File: src/rtl/gwc_defs.svh
/*
  Register offsets, field positions, reset values and timing counts for the
  pin event wakeup counter. Assumes a 125 MHz clk and a 32-bit register bus.
*/
`ifndef GWC_DEFS_SVH
`define GWC_DEFS_SVH

`define GWC_NPINS          32
`define GWC_CNT_W          8
`define GWC_DEB_W          6

`define GWC_OFS_SELECT     12'h000
`define GWC_OFS_POLARITY   12'h004
`define GWC_OFS_CTRL       12'h008
`define GWC_OFS_TARGET     12'h00C
`define GWC_OFS_IRQ_CLR    12'h010
`define GWC_OFS_CNT_CLR    12'h014
`define GWC_OFS_TALLY      12'h018
`define GWC_OFS_STATUS     12'h01C
`define GWC_OFS_MASK       12'h020

`define GWC_CTRL_DEB_LSB   0
`define GWC_CTRL_IRQ_EN    7

`define GWC_RST_SELECT     32'h0000_0000
`define GWC_RST_POLARITY   32'h0000_0000
`define GWC_RST_CTRL       8'h00
`define GWC_RST_TARGET     8'h00
`define GWC_RST_MASK       1'b1

`define GWC_CLK_HZ         125000000
`define GWC_TICK_PERIOD_US 1000
`define GWC_TICK_CYCLES    ((`GWC_CLK_HZ / 1000000) * `GWC_TICK_PERIOD_US)

`define GWC_RESP_OKAY      2'b00
`define GWC_RESP_SLVERR    2'b10

`endif

File: src/rtl/gwc_pkg.sv
/*
  Types shared by the pin event wakeup counter files.
  Assumes gwc_defs.svh is on the include path.
*/
`include "gwc_defs.svh"

package gwc_pkg;

  typedef enum logic [1:0] {
    GWC_IDLE     = 2'b00,
    GWC_DEBOUNCE = 2'b01,
    GWC_HELD     = 2'b11
  } gwc_state_e;

  typedef struct packed {
    logic [`GWC_NPINS-1:0] select;
    logic [`GWC_NPINS-1:0] polarity;
    logic [`GWC_DEB_W-1:0] deb_reload;
    logic                  irq_en;
    logic [`GWC_CNT_W-1:0] target;
  } gwc_cfg_s;

endpackage

File: src/rtl/gwc_top.sv
/*
  Pin event wakeup counter with an AXI4-Lite register slave.
  Counts debounced active edges on selected pins and raises a wakeup
  interrupt when the programmed total is reached. Assumes asynchronous pins
  and a single 125 MHz clock; the bus master keeps AXI4-Lite signalling.
*/
`timescale 1ns/100ps
`include "gwc_defs.svh"
// Summary of operation
// - Per-pin select register chooses which pins feed the event counter.
// - With all pins selected, an active toggle on any pin can wake.
// - Polarity 0: rising edge on a selected pin sets the edge flag.
// - Active edge loads debounce timer from reload field; it counts millisecond ticks.
// - Debounce reload is six bits, zero to sixty-three milliseconds.
// - Timer at zero with edge still held increments the event counter.
// - After counting, wait for the opposite edge before accepting another.
// - Counter equal to target resets counter; interrupt raised when permitted.
// - Any write to interrupt clear port clears the pending interrupt.
// - Any write to counter clear port zeroes the event counter.
// - Counter readback register shows the live count without disturbing it.
// - Reaching the programmed count drives wake_irq only when irq_en and the mask bit are both set.
module gwc_top #(
  parameter int unsigned TICK_CYCLES = `GWC_TICK_CYCLES
) (
  input  wire logic                  clk,
  input  wire logic                  resetn,
  input  wire logic [`GWC_NPINS-1:0] pin_in,
  input  wire logic [11:0]           s_axi_awaddr,
  input  wire logic                  s_axi_awvalid,
  output logic                       s_axi_awready,
  input  wire logic [31:0]           s_axi_wdata,
  input  wire logic [3:0]            s_axi_wstrb,
  input  wire logic                  s_axi_wvalid,
  output logic                       s_axi_wready,
  output logic      [1:0]            s_axi_bresp,
  output logic                       s_axi_bvalid,
  input  wire logic                  s_axi_bready,
  input  wire logic [11:0]           s_axi_araddr,
  input  wire logic                  s_axi_arvalid,
  output logic                       s_axi_arready,
  output logic      [31:0]           s_axi_rdata,
  output logic      [1:0]            s_axi_rresp,
  output logic                       s_axi_rvalid,
  input  wire logic                  s_axi_rready,
  output logic                       wake_irq
);

  logic [`GWC_NPINS-1:0] pin_sync;
  logic [`GWC_NPINS-1:0] pin_prev_r;
  logic                  tick;

  gwc_sync u_sync (
    .clk      (clk),
    .resetn   (resetn),
    .pin_in   (pin_in),
    .pin_sync (pin_sync)
  );

  gwc_tick #(
    .TICK_CYCLES (TICK_CYCLES)
  ) u_tick (
    .clk    (clk),
    .resetn (resetn),
    .tick   (tick)
  );

  // Configuration and status state.
  gwc_pkg::gwc_cfg_s     cfg_r;
  gwc_pkg::gwc_cfg_s     cfg_nxt;
  logic                  status_r;
  logic                  status_nxt;
  logic                  mask_r;
  logic                  mask_nxt;

  // Event counter state.
  gwc_pkg::gwc_state_e   state_r;
  gwc_pkg::gwc_state_e   state_nxt;
  logic [`GWC_DEB_W-1:0] deb_r;
  logic [`GWC_DEB_W-1:0] deb_nxt;
  logic [`GWC_CNT_W-1:0] count_r;
  logic [`GWC_CNT_W-1:0] count_nxt;
  logic [`GWC_NPINS-1:0] active_lvl;
  logic [`GWC_NPINS-1:0] act_edge;
  logic                  key_hit;
  logic                  any_edge;
  logic                  target_hit;

  // Bus slave state.
  logic        aw_full_r;
  logic        aw_full_nxt;
  logic [11:0] aw_addr_r;
  logic [11:0] aw_addr_nxt;
  logic        w_full_r;
  logic        w_full_nxt;
  logic [31:0] w_data_r;
  logic [31:0] w_data_nxt;
  logic [3:0]  w_strb_r;
  logic [3:0]  w_strb_nxt;
  logic        awready_nxt;
  logic        wready_nxt;
  logic        bvalid_nxt;
  logic [1:0]  bresp_nxt;
  logic        arready_nxt;
  logic        rvalid_nxt;
  logic [31:0] rdata_nxt;
  logic [1:0]  rresp_nxt;
  logic        wr_fire;
  logic        rd_fire;
  logic        irq_clr_wr;
  logic        cnt_clr_wr;
  logic        status_rd;
  logic        irq_nxt;

  // Pin level that counts as active, per pin.
  // polarity select
  always_comb begin
    active_lvl = pin_sync ^ cfg_r.polarity;
    act_edge   = cfg_r.select & active_lvl & ~(pin_prev_r ^ cfg_r.polarity);
    any_edge   = |act_edge;
    key_hit    = |(cfg_r.select & active_lvl);
  end

  always_ff @(posedge clk or negedge resetn) begin
    if (!resetn) begin
      pin_prev_r <= `GWC_RST_SELECT;
    end else begin
      pin_prev_r <= pin_sync;
    end
  end

  // Event counter state machine.
  always_comb begin
    state_nxt  = state_r;
    deb_nxt    = deb_r;
    count_nxt  = count_r;
    target_hit = 1'b0;
    case (state_r)
      gwc_pkg::GWC_IDLE: begin
        if (any_edge) begin
          deb_nxt   = cfg_r.deb_reload;
          state_nxt = gwc_pkg::GWC_DEBOUNCE;
        end
      end
      gwc_pkg::GWC_DEBOUNCE: begin
        if (deb_r == '0) begin
          if (key_hit) begin
            count_nxt = count_r + 8'h01;
            state_nxt = gwc_pkg::GWC_HELD;
          end else begin
            state_nxt = gwc_pkg::GWC_IDLE;
          end
        end else if (tick) begin
          deb_nxt = deb_r - 6'h01;
        end
      end
      gwc_pkg::GWC_HELD: begin
        if (!key_hit) begin
          state_nxt = gwc_pkg::GWC_IDLE;
        end
      end
      default: begin
        state_nxt = gwc_pkg::GWC_IDLE;
      end
    endcase
    if (count_nxt == cfg_r.target && count_nxt != count_r) begin
      target_hit = 1'b1;
      count_nxt  = 8'h00;
    end
    if (cnt_clr_wr) begin
      count_nxt = 8'h00;
    end
  end

  always_ff @(posedge clk or negedge resetn) begin
    if (!resetn) begin
      state_r <= gwc_pkg::GWC_IDLE;
      deb_r   <= 6'h00;
      count_r <= 8'h00;
    end else begin
      state_r <= state_nxt;
      deb_r   <= deb_nxt;
      count_r <= count_nxt;
    end
  end

  // Write channel: address and data are taken in either order.
  always_comb begin
    aw_full_nxt = aw_full_r;
    aw_addr_nxt = aw_addr_r;
    w_full_nxt  = w_full_r;
    w_data_nxt  = w_data_r;
    w_strb_nxt  = w_strb_r;
    bvalid_nxt  = s_axi_bvalid;
    bresp_nxt   = s_axi_bresp;
    wr_fire     = 1'b0;
    if (s_axi_awvalid && s_axi_awready) begin
      aw_full_nxt = 1'b1;
      aw_addr_nxt = s_axi_awaddr;
    end
    if (s_axi_wvalid && s_axi_wready) begin
      w_full_nxt = 1'b1;
      w_data_nxt = s_axi_wdata;
      w_strb_nxt = s_axi_wstrb;
    end
    if (s_axi_bvalid && s_axi_bready) begin
      bvalid_nxt = 1'b0;
    end
    if (aw_full_r && w_full_r && !s_axi_bvalid) begin
      wr_fire     = 1'b1;
      aw_full_nxt = 1'b0;
      w_full_nxt  = 1'b0;
      bvalid_nxt  = 1'b1;
      bresp_nxt   = `GWC_RESP_OKAY;
      if (aw_addr_r > `GWC_OFS_MASK || aw_addr_r[1:0] != 2'b00) begin
        bresp_nxt = `GWC_RESP_SLVERR;
      end
    end
    awready_nxt = !aw_full_nxt && !bvalid_nxt;
    wready_nxt  = !w_full_nxt && !bvalid_nxt;
  end

  // Register writes and write-side effects.
  always_comb begin
    cfg_nxt    = cfg_r;
    mask_nxt   = mask_r;
    irq_clr_wr = 1'b0;
    cnt_clr_wr = 1'b0;
    if (wr_fire) begin
      case (aw_addr_r)
        `GWC_OFS_SELECT: begin
          for (int b = 0; b < 4; b++) begin
            if (w_strb_r[b]) begin
              cfg_nxt.select[b*8 +: 8] = w_data_r[b*8 +: 8];
            end
          end
        end
        `GWC_OFS_POLARITY: begin
          for (int b = 0; b < 4; b++) begin
            if (w_strb_r[b]) begin
              cfg_nxt.polarity[b*8 +: 8] = w_data_r[b*8 +: 8];
            end
          end
        end
        `GWC_OFS_CTRL: begin
          if (w_strb_r[0]) begin
            cfg_nxt.deb_reload = w_data_r[`GWC_CTRL_DEB_LSB +: `GWC_DEB_W];
            cfg_nxt.irq_en     = w_data_r[`GWC_CTRL_IRQ_EN];
          end
        end
        `GWC_OFS_TARGET: begin
          if (w_strb_r[0]) begin
            cfg_nxt.target = w_data_r[`GWC_CNT_W-1:0];
          end
        end
        `GWC_OFS_IRQ_CLR: begin
          irq_clr_wr = 1'b1;
        end
        `GWC_OFS_CNT_CLR: begin
          cnt_clr_wr = 1'b1;
        end
        `GWC_OFS_MASK: begin
          if (w_strb_r[0]) begin
            mask_nxt = w_data_r[0];
          end
        end
        default: begin
          cfg_nxt = cfg_r;
        end
      endcase
    end
  end

  // Read channel: one outstanding read, answered the cycle after acceptance.
  always_comb begin
    rd_fire     = s_axi_arvalid && s_axi_arready;
    rvalid_nxt  = s_axi_rvalid;
    rdata_nxt   = s_axi_rdata;
    rresp_nxt   = s_axi_rresp;
    status_rd   = 1'b0;
    if (s_axi_rvalid && s_axi_rready) begin
      rvalid_nxt = 1'b0;
    end
    if (rd_fire) begin
      rvalid_nxt = 1'b1;
      rresp_nxt  = `GWC_RESP_OKAY;
      rdata_nxt  = 32'h0000_0000;
      case (s_axi_araddr)
        `GWC_OFS_SELECT:   rdata_nxt = cfg_r.select;
        `GWC_OFS_POLARITY: rdata_nxt = cfg_r.polarity;
        `GWC_OFS_CTRL: begin
          rdata_nxt[`GWC_CTRL_DEB_LSB +: `GWC_DEB_W] = cfg_r.deb_reload;
          rdata_nxt[`GWC_CTRL_IRQ_EN]                = cfg_r.irq_en;
        end
        `GWC_OFS_TARGET:   rdata_nxt[`GWC_CNT_W-1:0] = cfg_r.target;
        `GWC_OFS_IRQ_CLR:  rdata_nxt = 32'h0000_0000;
        `GWC_OFS_CNT_CLR:  rdata_nxt = 32'h0000_0000;
        `GWC_OFS_TALLY:    rdata_nxt[`GWC_CNT_W-1:0] = count_r;
        `GWC_OFS_STATUS: begin
          rdata_nxt[0] = status_r;
          status_rd    = 1'b1;
        end
        `GWC_OFS_MASK:     rdata_nxt[0] = mask_r;
        default:           rresp_nxt = `GWC_RESP_SLVERR;
      endcase
    end
    arready_nxt = !rvalid_nxt;
  end

  // Sticky wakeup status; a new hit in the clearing cycle survives.
  always_comb begin
    status_nxt = status_r;
    if (irq_clr_wr || status_rd) begin
      status_nxt = 1'b0;
    end
    if (target_hit && cfg_r.irq_en) begin
      status_nxt = 1'b1;
    end
    irq_nxt = status_nxt && mask_nxt;
  end

  always_ff @(posedge clk or negedge resetn) begin
    if (!resetn) begin
      cfg_r.select     <= `GWC_RST_SELECT;
      cfg_r.polarity   <= `GWC_RST_POLARITY;
      cfg_r.deb_reload <= 6'(`GWC_RST_CTRL);
      cfg_r.irq_en     <= 1'b0;
      cfg_r.target     <= `GWC_RST_TARGET;
      mask_r           <= `GWC_RST_MASK;
      status_r         <= 1'b0;
      wake_irq         <= 1'b0;
      aw_full_r        <= 1'b0;
      aw_addr_r        <= 12'h000;
      w_full_r         <= 1'b0;
      w_data_r         <= 32'h0000_0000;
      w_strb_r         <= 4'h0;
      s_axi_awready    <= 1'b0;
      s_axi_wready     <= 1'b0;
      s_axi_bvalid     <= 1'b0;
      s_axi_bresp      <= 2'b00;
      s_axi_arready    <= 1'b0;
      s_axi_rvalid     <= 1'b0;
      s_axi_rdata      <= 32'h0000_0000;
      s_axi_rresp      <= 2'b00;
    end else begin
      cfg_r            <= cfg_nxt;
      mask_r           <= mask_nxt;
      status_r         <= status_nxt;
      wake_irq         <= irq_nxt;
      aw_full_r        <= aw_full_nxt;
      aw_addr_r        <= aw_addr_nxt;
      w_full_r         <= w_full_nxt;
      w_data_r         <= w_data_nxt;
      w_strb_r         <= w_strb_nxt;
      s_axi_awready    <= awready_nxt;
      s_axi_wready     <= wready_nxt;
      s_axi_bvalid     <= bvalid_nxt;
      s_axi_bresp      <= bresp_nxt;
      s_axi_arready    <= arready_nxt;
      s_axi_rvalid     <= rvalid_nxt;
      s_axi_rdata      <= rdata_nxt;
      s_axi_rresp      <= rresp_nxt;
    end
  end

endmodule

File: src/rtl/gwc_sync.sv
/*
  Two flip-flop synchroniser for the asynchronous pin bus.
  Assumes pins may change at any time relative to clk.
*/
`timescale 1ns/100ps
`include "gwc_defs.svh"

module gwc_sync (
  input  wire logic                  clk,
  input  wire logic                  resetn,
  input  wire logic [`GWC_NPINS-1:0] pin_in,
  output logic      [`GWC_NPINS-1:0] pin_sync
);

  logic [`GWC_NPINS-1:0] meta_r;

  // The first stage is read only by the second stage.
  always_ff @(posedge clk or negedge resetn) begin
    if (!resetn) begin
      meta_r   <= `GWC_RST_SELECT;
      pin_sync <= `GWC_RST_SELECT;
    end else begin
      meta_r   <= pin_in;
      pin_sync <= meta_r;
    end
  end

endmodule

File: src/rtl/gwc_tick.sv
/*
  Millisecond tick generator: one-cycle pulse every GWC_TICK_CYCLES clocks.
  Assumes a free running clk at the rate in gwc_defs.svh.
*/
`timescale 1ns/100ps
`include "gwc_defs.svh"

module gwc_tick #(
  parameter int unsigned TICK_CYCLES = `GWC_TICK_CYCLES
) (
  input  wire logic clk,
  input  wire logic resetn,
  output logic      tick
);

  logic [16:0] cnt_r;
  logic [16:0] cnt_nxt;
  logic        tick_nxt;

  always_comb begin
    tick_nxt = 1'b0;
    cnt_nxt  = cnt_r + 17'h00001;
    if (cnt_r == 17'(TICK_CYCLES - 1)) begin
      cnt_nxt  = 17'h00000;
      tick_nxt = 1'b1;
    end
  end

  always_ff @(posedge clk or negedge resetn) begin
    if (!resetn) begin
      cnt_r <= 17'h00000;
      tick  <= 1'b0;
    end else begin
      cnt_r <= cnt_nxt;
      tick  <= tick_nxt;
    end
  end

endmodule

File: config.mk
export PLATFORM = sky130hd
export DESIGN_NAME = gwc_top
export DESIGN_NICKNAME = d
export VERILOG_FILES = /design/src/rtl/gwc_pkg.sv /design/src/rtl/gwc_top.sv /design/src/rtl/gwc_sync.sv /design/src/rtl/gwc_tick.sv
export VERILOG_INCLUDE_DIRS = /design/src /design/src/rtl
export SDC_FILE = /design/constraint.sdc
export NUM_CORES = 1
export LEC_CHECK = 0
export BUFFER_PORTS_ARGS = -buffer_cell sky130_fd_sc_hd__buf_2
export CAP_MARGIN = 20
export CORE_MARGIN = 10
export CORE_UTILIZATION = 45
export DETAILED_ROUTE_END_ITERATION = 10
export PLACE_DENSITY = 0.73
export SYNTH_ARGS = -nofsm -noshare
export SYNTH_HDL_FRONTEND = slang
export SYNTH_SLANG_ARGS = --single-unit
File: constraint.sdc
create_clock -name clk -period 5 [get_ports clk]
set_input_delay 0.5 -clock clk [delete_from_list [all_inputs] [get_ports clk]]
set_output_delay 0.5 -clock clk [all_outputs]
set_load 0.05 [all_outputs]
==> results by group <==
Timing
  – Final Hold Vio Count: 1
  – Period utilization: 53.5%
  – Tightest hold margin: -0.344 ps
  – Slew Viols, Final: 0
  – Relative slew slack: 30.0%
  – RSZ-0062 raised after global routing: no
  – Final setup fails: 0
  – Worst clock skew: 8.75 ps
  – Setup TNS Final: 0 ps
  – Slew @ Worst Pin: 1040 ps
  – Final min period: 2670 ps
  – Fmax: 374 MHz

Drt
  – DRT Pass-1 Iters: 5
  – Post-Route WL: 30.2 mm
  – Vias per inst: 5.45
  – Vias: 8303
  – Wire per inst: 19.8 um
  – DR iter-0 viols: 660
  – Final ANT Viol Nets: 0
  – DRC viols: 0

Global route
  – Initial antenna violation count: 0
  – Grt total ovfl: 0
  – First-pass GRT wire length: 48.5 mm
  – Via count of the first global-routing pass: 8814
  – GRT Util Overall: 17.0%
  – Largest net degree at the start of global routing: 128

Synthesis
  – Cell area after synthesis: 12600 sq um
  – Synth area leaders: dfrtp_1 59%, mux2_2 11%, a22oi_1 2.9%
  – Cell variety after synth: 72
  – #FFs+latches synth: 301
  – Most common flop cell mapped by yosys: dfrtp_1
  – Post-synth top area share: 59.5%
  – Cells after Synth: 982
  – Ys Warns: 0
  – Ys async rst share: 100%
  – Most common cell in the netlist: dfrtp_1
  – Synth Area per Inst: 12.9 sq um
  – Seq/Total Area, Yosys: 59.7%
  – Post-synth top area cell: dfrtp_1
  – EDFF count, synth: 0
  – Synth cell count leaders: 300 x dfrtp_1, 120 x mux2_2, 72 x nand2_1

Pwr
  – Overall power: 6.14 mW
  – Leak pwr: 6.87 nW
  – VDD IR-drop max: 0.338 mV
  – Cell Pwr Density: 417 nW/um^2

Floorplanning
  – Die height: 187 um
  – Die X-Extent: 187 um
  – Top-level I/O count: 141
  – Rows: 61
  – Core area: 27700 sq um
  – Initial Utilization: 45.6%
  – DIE AREA: 35100 sq um

Finish
  – Ant diodes: 0
  – Layout cell share with drive strength beyond 1: 30.3%
  – # fillers: 2388
  – Sequential cell area: 7530 sq um
  – Layout Utilization: 53.1%
  – Nets: 1228
  – Layout Cells excl Fill: 1524
  – Area of the multi-input gates: 4850 sq um
  – Area Growth Syn to Fin: 16.5%

CTS
  – Number of H-tree levels: 1
  – CTS tree: done
  – Skew-Pair Late Insertion Delay: 560 ps
  – Clk slew on worst S/H paths: 60 ps
  – Clock root cell: clkbuf_16
  – CTS sink cnt: 301
  – TritonCTS buffer count: 30
  – Max Root-Sink Buffers: 3
  – # Post-CTS Setup Buffers: 0
  – Cts hold-fix bufs: 0
  – Post-cts resize count: 0

Worst setup path
  – CP Data Required Time: 5390 ps
  – Crit path buffers/inverters: 0
  – Max incr delay on CP: 940 ps
  – Endpoint class of the critical path: flop
  – CP max stage cell: nor4bb_1
  – WS Path Type: flop to flop
  – Crit path DAT: 3070 ps
  – CP delay by family, top: simple AND/OR/NAND/NOR gates
  – Cell Chain, Critical Path: nand2b_1 -> o22ai_1 -> a222oi_1 -> nor4bb_1 -> and2_0 -> o32ai_1
  – Worst Setup Start Kind: flop
  – Max FO, Critical Path: 8

Hold path
  – Hold WC Path Type: input port to async pin

Placed design
  – Post-DP HPWL: 21.0 mm
  – Dpl cells: 1470
  – Buffers on Ports: 138
  – Placer congestion estimate: 0.898

Outcome
  – Failing checks: negative hold slack
  – Status: finished with violations

Job
  – Max-cap viol count: 0
## flip-flops by register name (all words and copies together), names as in the netlist, 2 cells and up
name and cells:
w_data_r 32, state_r 2, pin_prev_r 32, u_sync.meta_r 32
u_sync.pin_sync 32, aw_addr_r 12, cfg_r 79, u_tick.cnt_r 17
deb_r 6, s_axi_rdata 32, count_r 8, w_strb_r 4
## power breakdown
| part | switching [mW] | internal, mW | total, mW | leakage (nW) |
|---|---|---|---|---|
| Sequential | 0.299 | 2.73 | 3.03 | 3.84 |
| Combinational | 0.456 | 0.377 | 0.833 | 2.53 |
| Clock | 0.916 | 1.36 | 2.27 | 0.500 |
## layout make-up
| type | count | area share, % |
|---|---|---|
| clock buffers | 43 | 5.91 |
| clock inverters | 10 | 0.928 |
| well taps | 378 | 3.22 |
| repair buffers | 143 | 5.19 |
| inverters | 21 | 0.536 |
| multi-input cells | 628 | 33.0 |
| flip-flops and latches | 301 | 51.2 |
## final timing paths
| path | from | slack, ps | cells past startpoint | end |
|---|---|---|---|---|
| max in group asynchronous | resetn | 3670 | 2 | w_strb_r[2]$_DFFE_PN0P_ |
| max reg2reg | cfg_r[20]$_DFFE_PN0P_ | 2330 | 6 | state_r[0]$_DFFE_PN0P_ |
| min reg2reg | u_sync.meta_r[20]$_DFF_PN0_ | 350 | 0 | u_sync.pin_sync[20]$_DFF_PN0_ |
| max | cfg_r[20]$_DFFE_PN0P_ | 2330 | 6 | state_r[0]$_DFFE_PN0P_ |
| min | resetn | -0.3 | 1 | s_axi_rdata[7]$_DFFE_PN0P_ |
| min in group clk | pin_in[11] | 50 | 1 | u_sync.meta_r[11]$_DFF_PN0_ |
## through the flow
stage | cell area, sq um | setup slack [ps] | hold WS [ps]
floorplan | 12600 | 2880 | 204
global placement | 13700 | 2320 | 332
CTS | 14700 | 2370 | 25.9
finish | 14700 | 2330 | -0.344
global route | 14700 | 2100 | 23.4
detailed placement | 13700 | 2230 | 335
## cells by family after synthesis
group | count (synthesis) | share of synthesized area [%]
adders and majority gates | 4 | 0.397
other | 1 | 0.0297
buffers and inverters | 54 | 1.98
DFF | 301 | 59.7
and+or+nand+nor | 256 | 12.4
AOI/OAI and AO/OA | 169 | 8.99
xor gates and xnor gates | 58 | 4.02
muxes | 139 | 12.5
## routing by layer
metal / up-vias / GRT usage [%] / part of all wire, % / routed length, um
li1: 3852 / - / - / -
met2: 242 / 27.5 / 47 / 14300
met4: 0 / 4.58 / 2.1 / 634
met1: 4163 / 22.4 / 44 / 13200
met5: - / 0 / 0 / 0
met3: 46 / 3.99 / 6.7 / 2030
## cell usage in the layout, fill, tap and decap left out, drive strengths merged, types with 3 or more instances in the layout
master  instances
o31ai           5
dfrtp         300
inv            21
or2             6
buf           143
nor3b          28
a22oi          48
nor3            9
nand2          72
nand4          19
or3             5
o22ai           6
nor4            5
nor2b           4
nand2b          4
nand3          18
and2            4
o21ai          67
and3b          26
a221oi          3
xor2           41
nor4b           3
nor4bb          3
or4             8
clkinv          7
and3            4
nor2           26
mux2          128
xnor2          17
o221a           7
a21oi          15
and4            5
ha              4
mux2i          11
bufinv          3
clkbuf         43
Note: power is estimated with default switching activity, not from simulation.
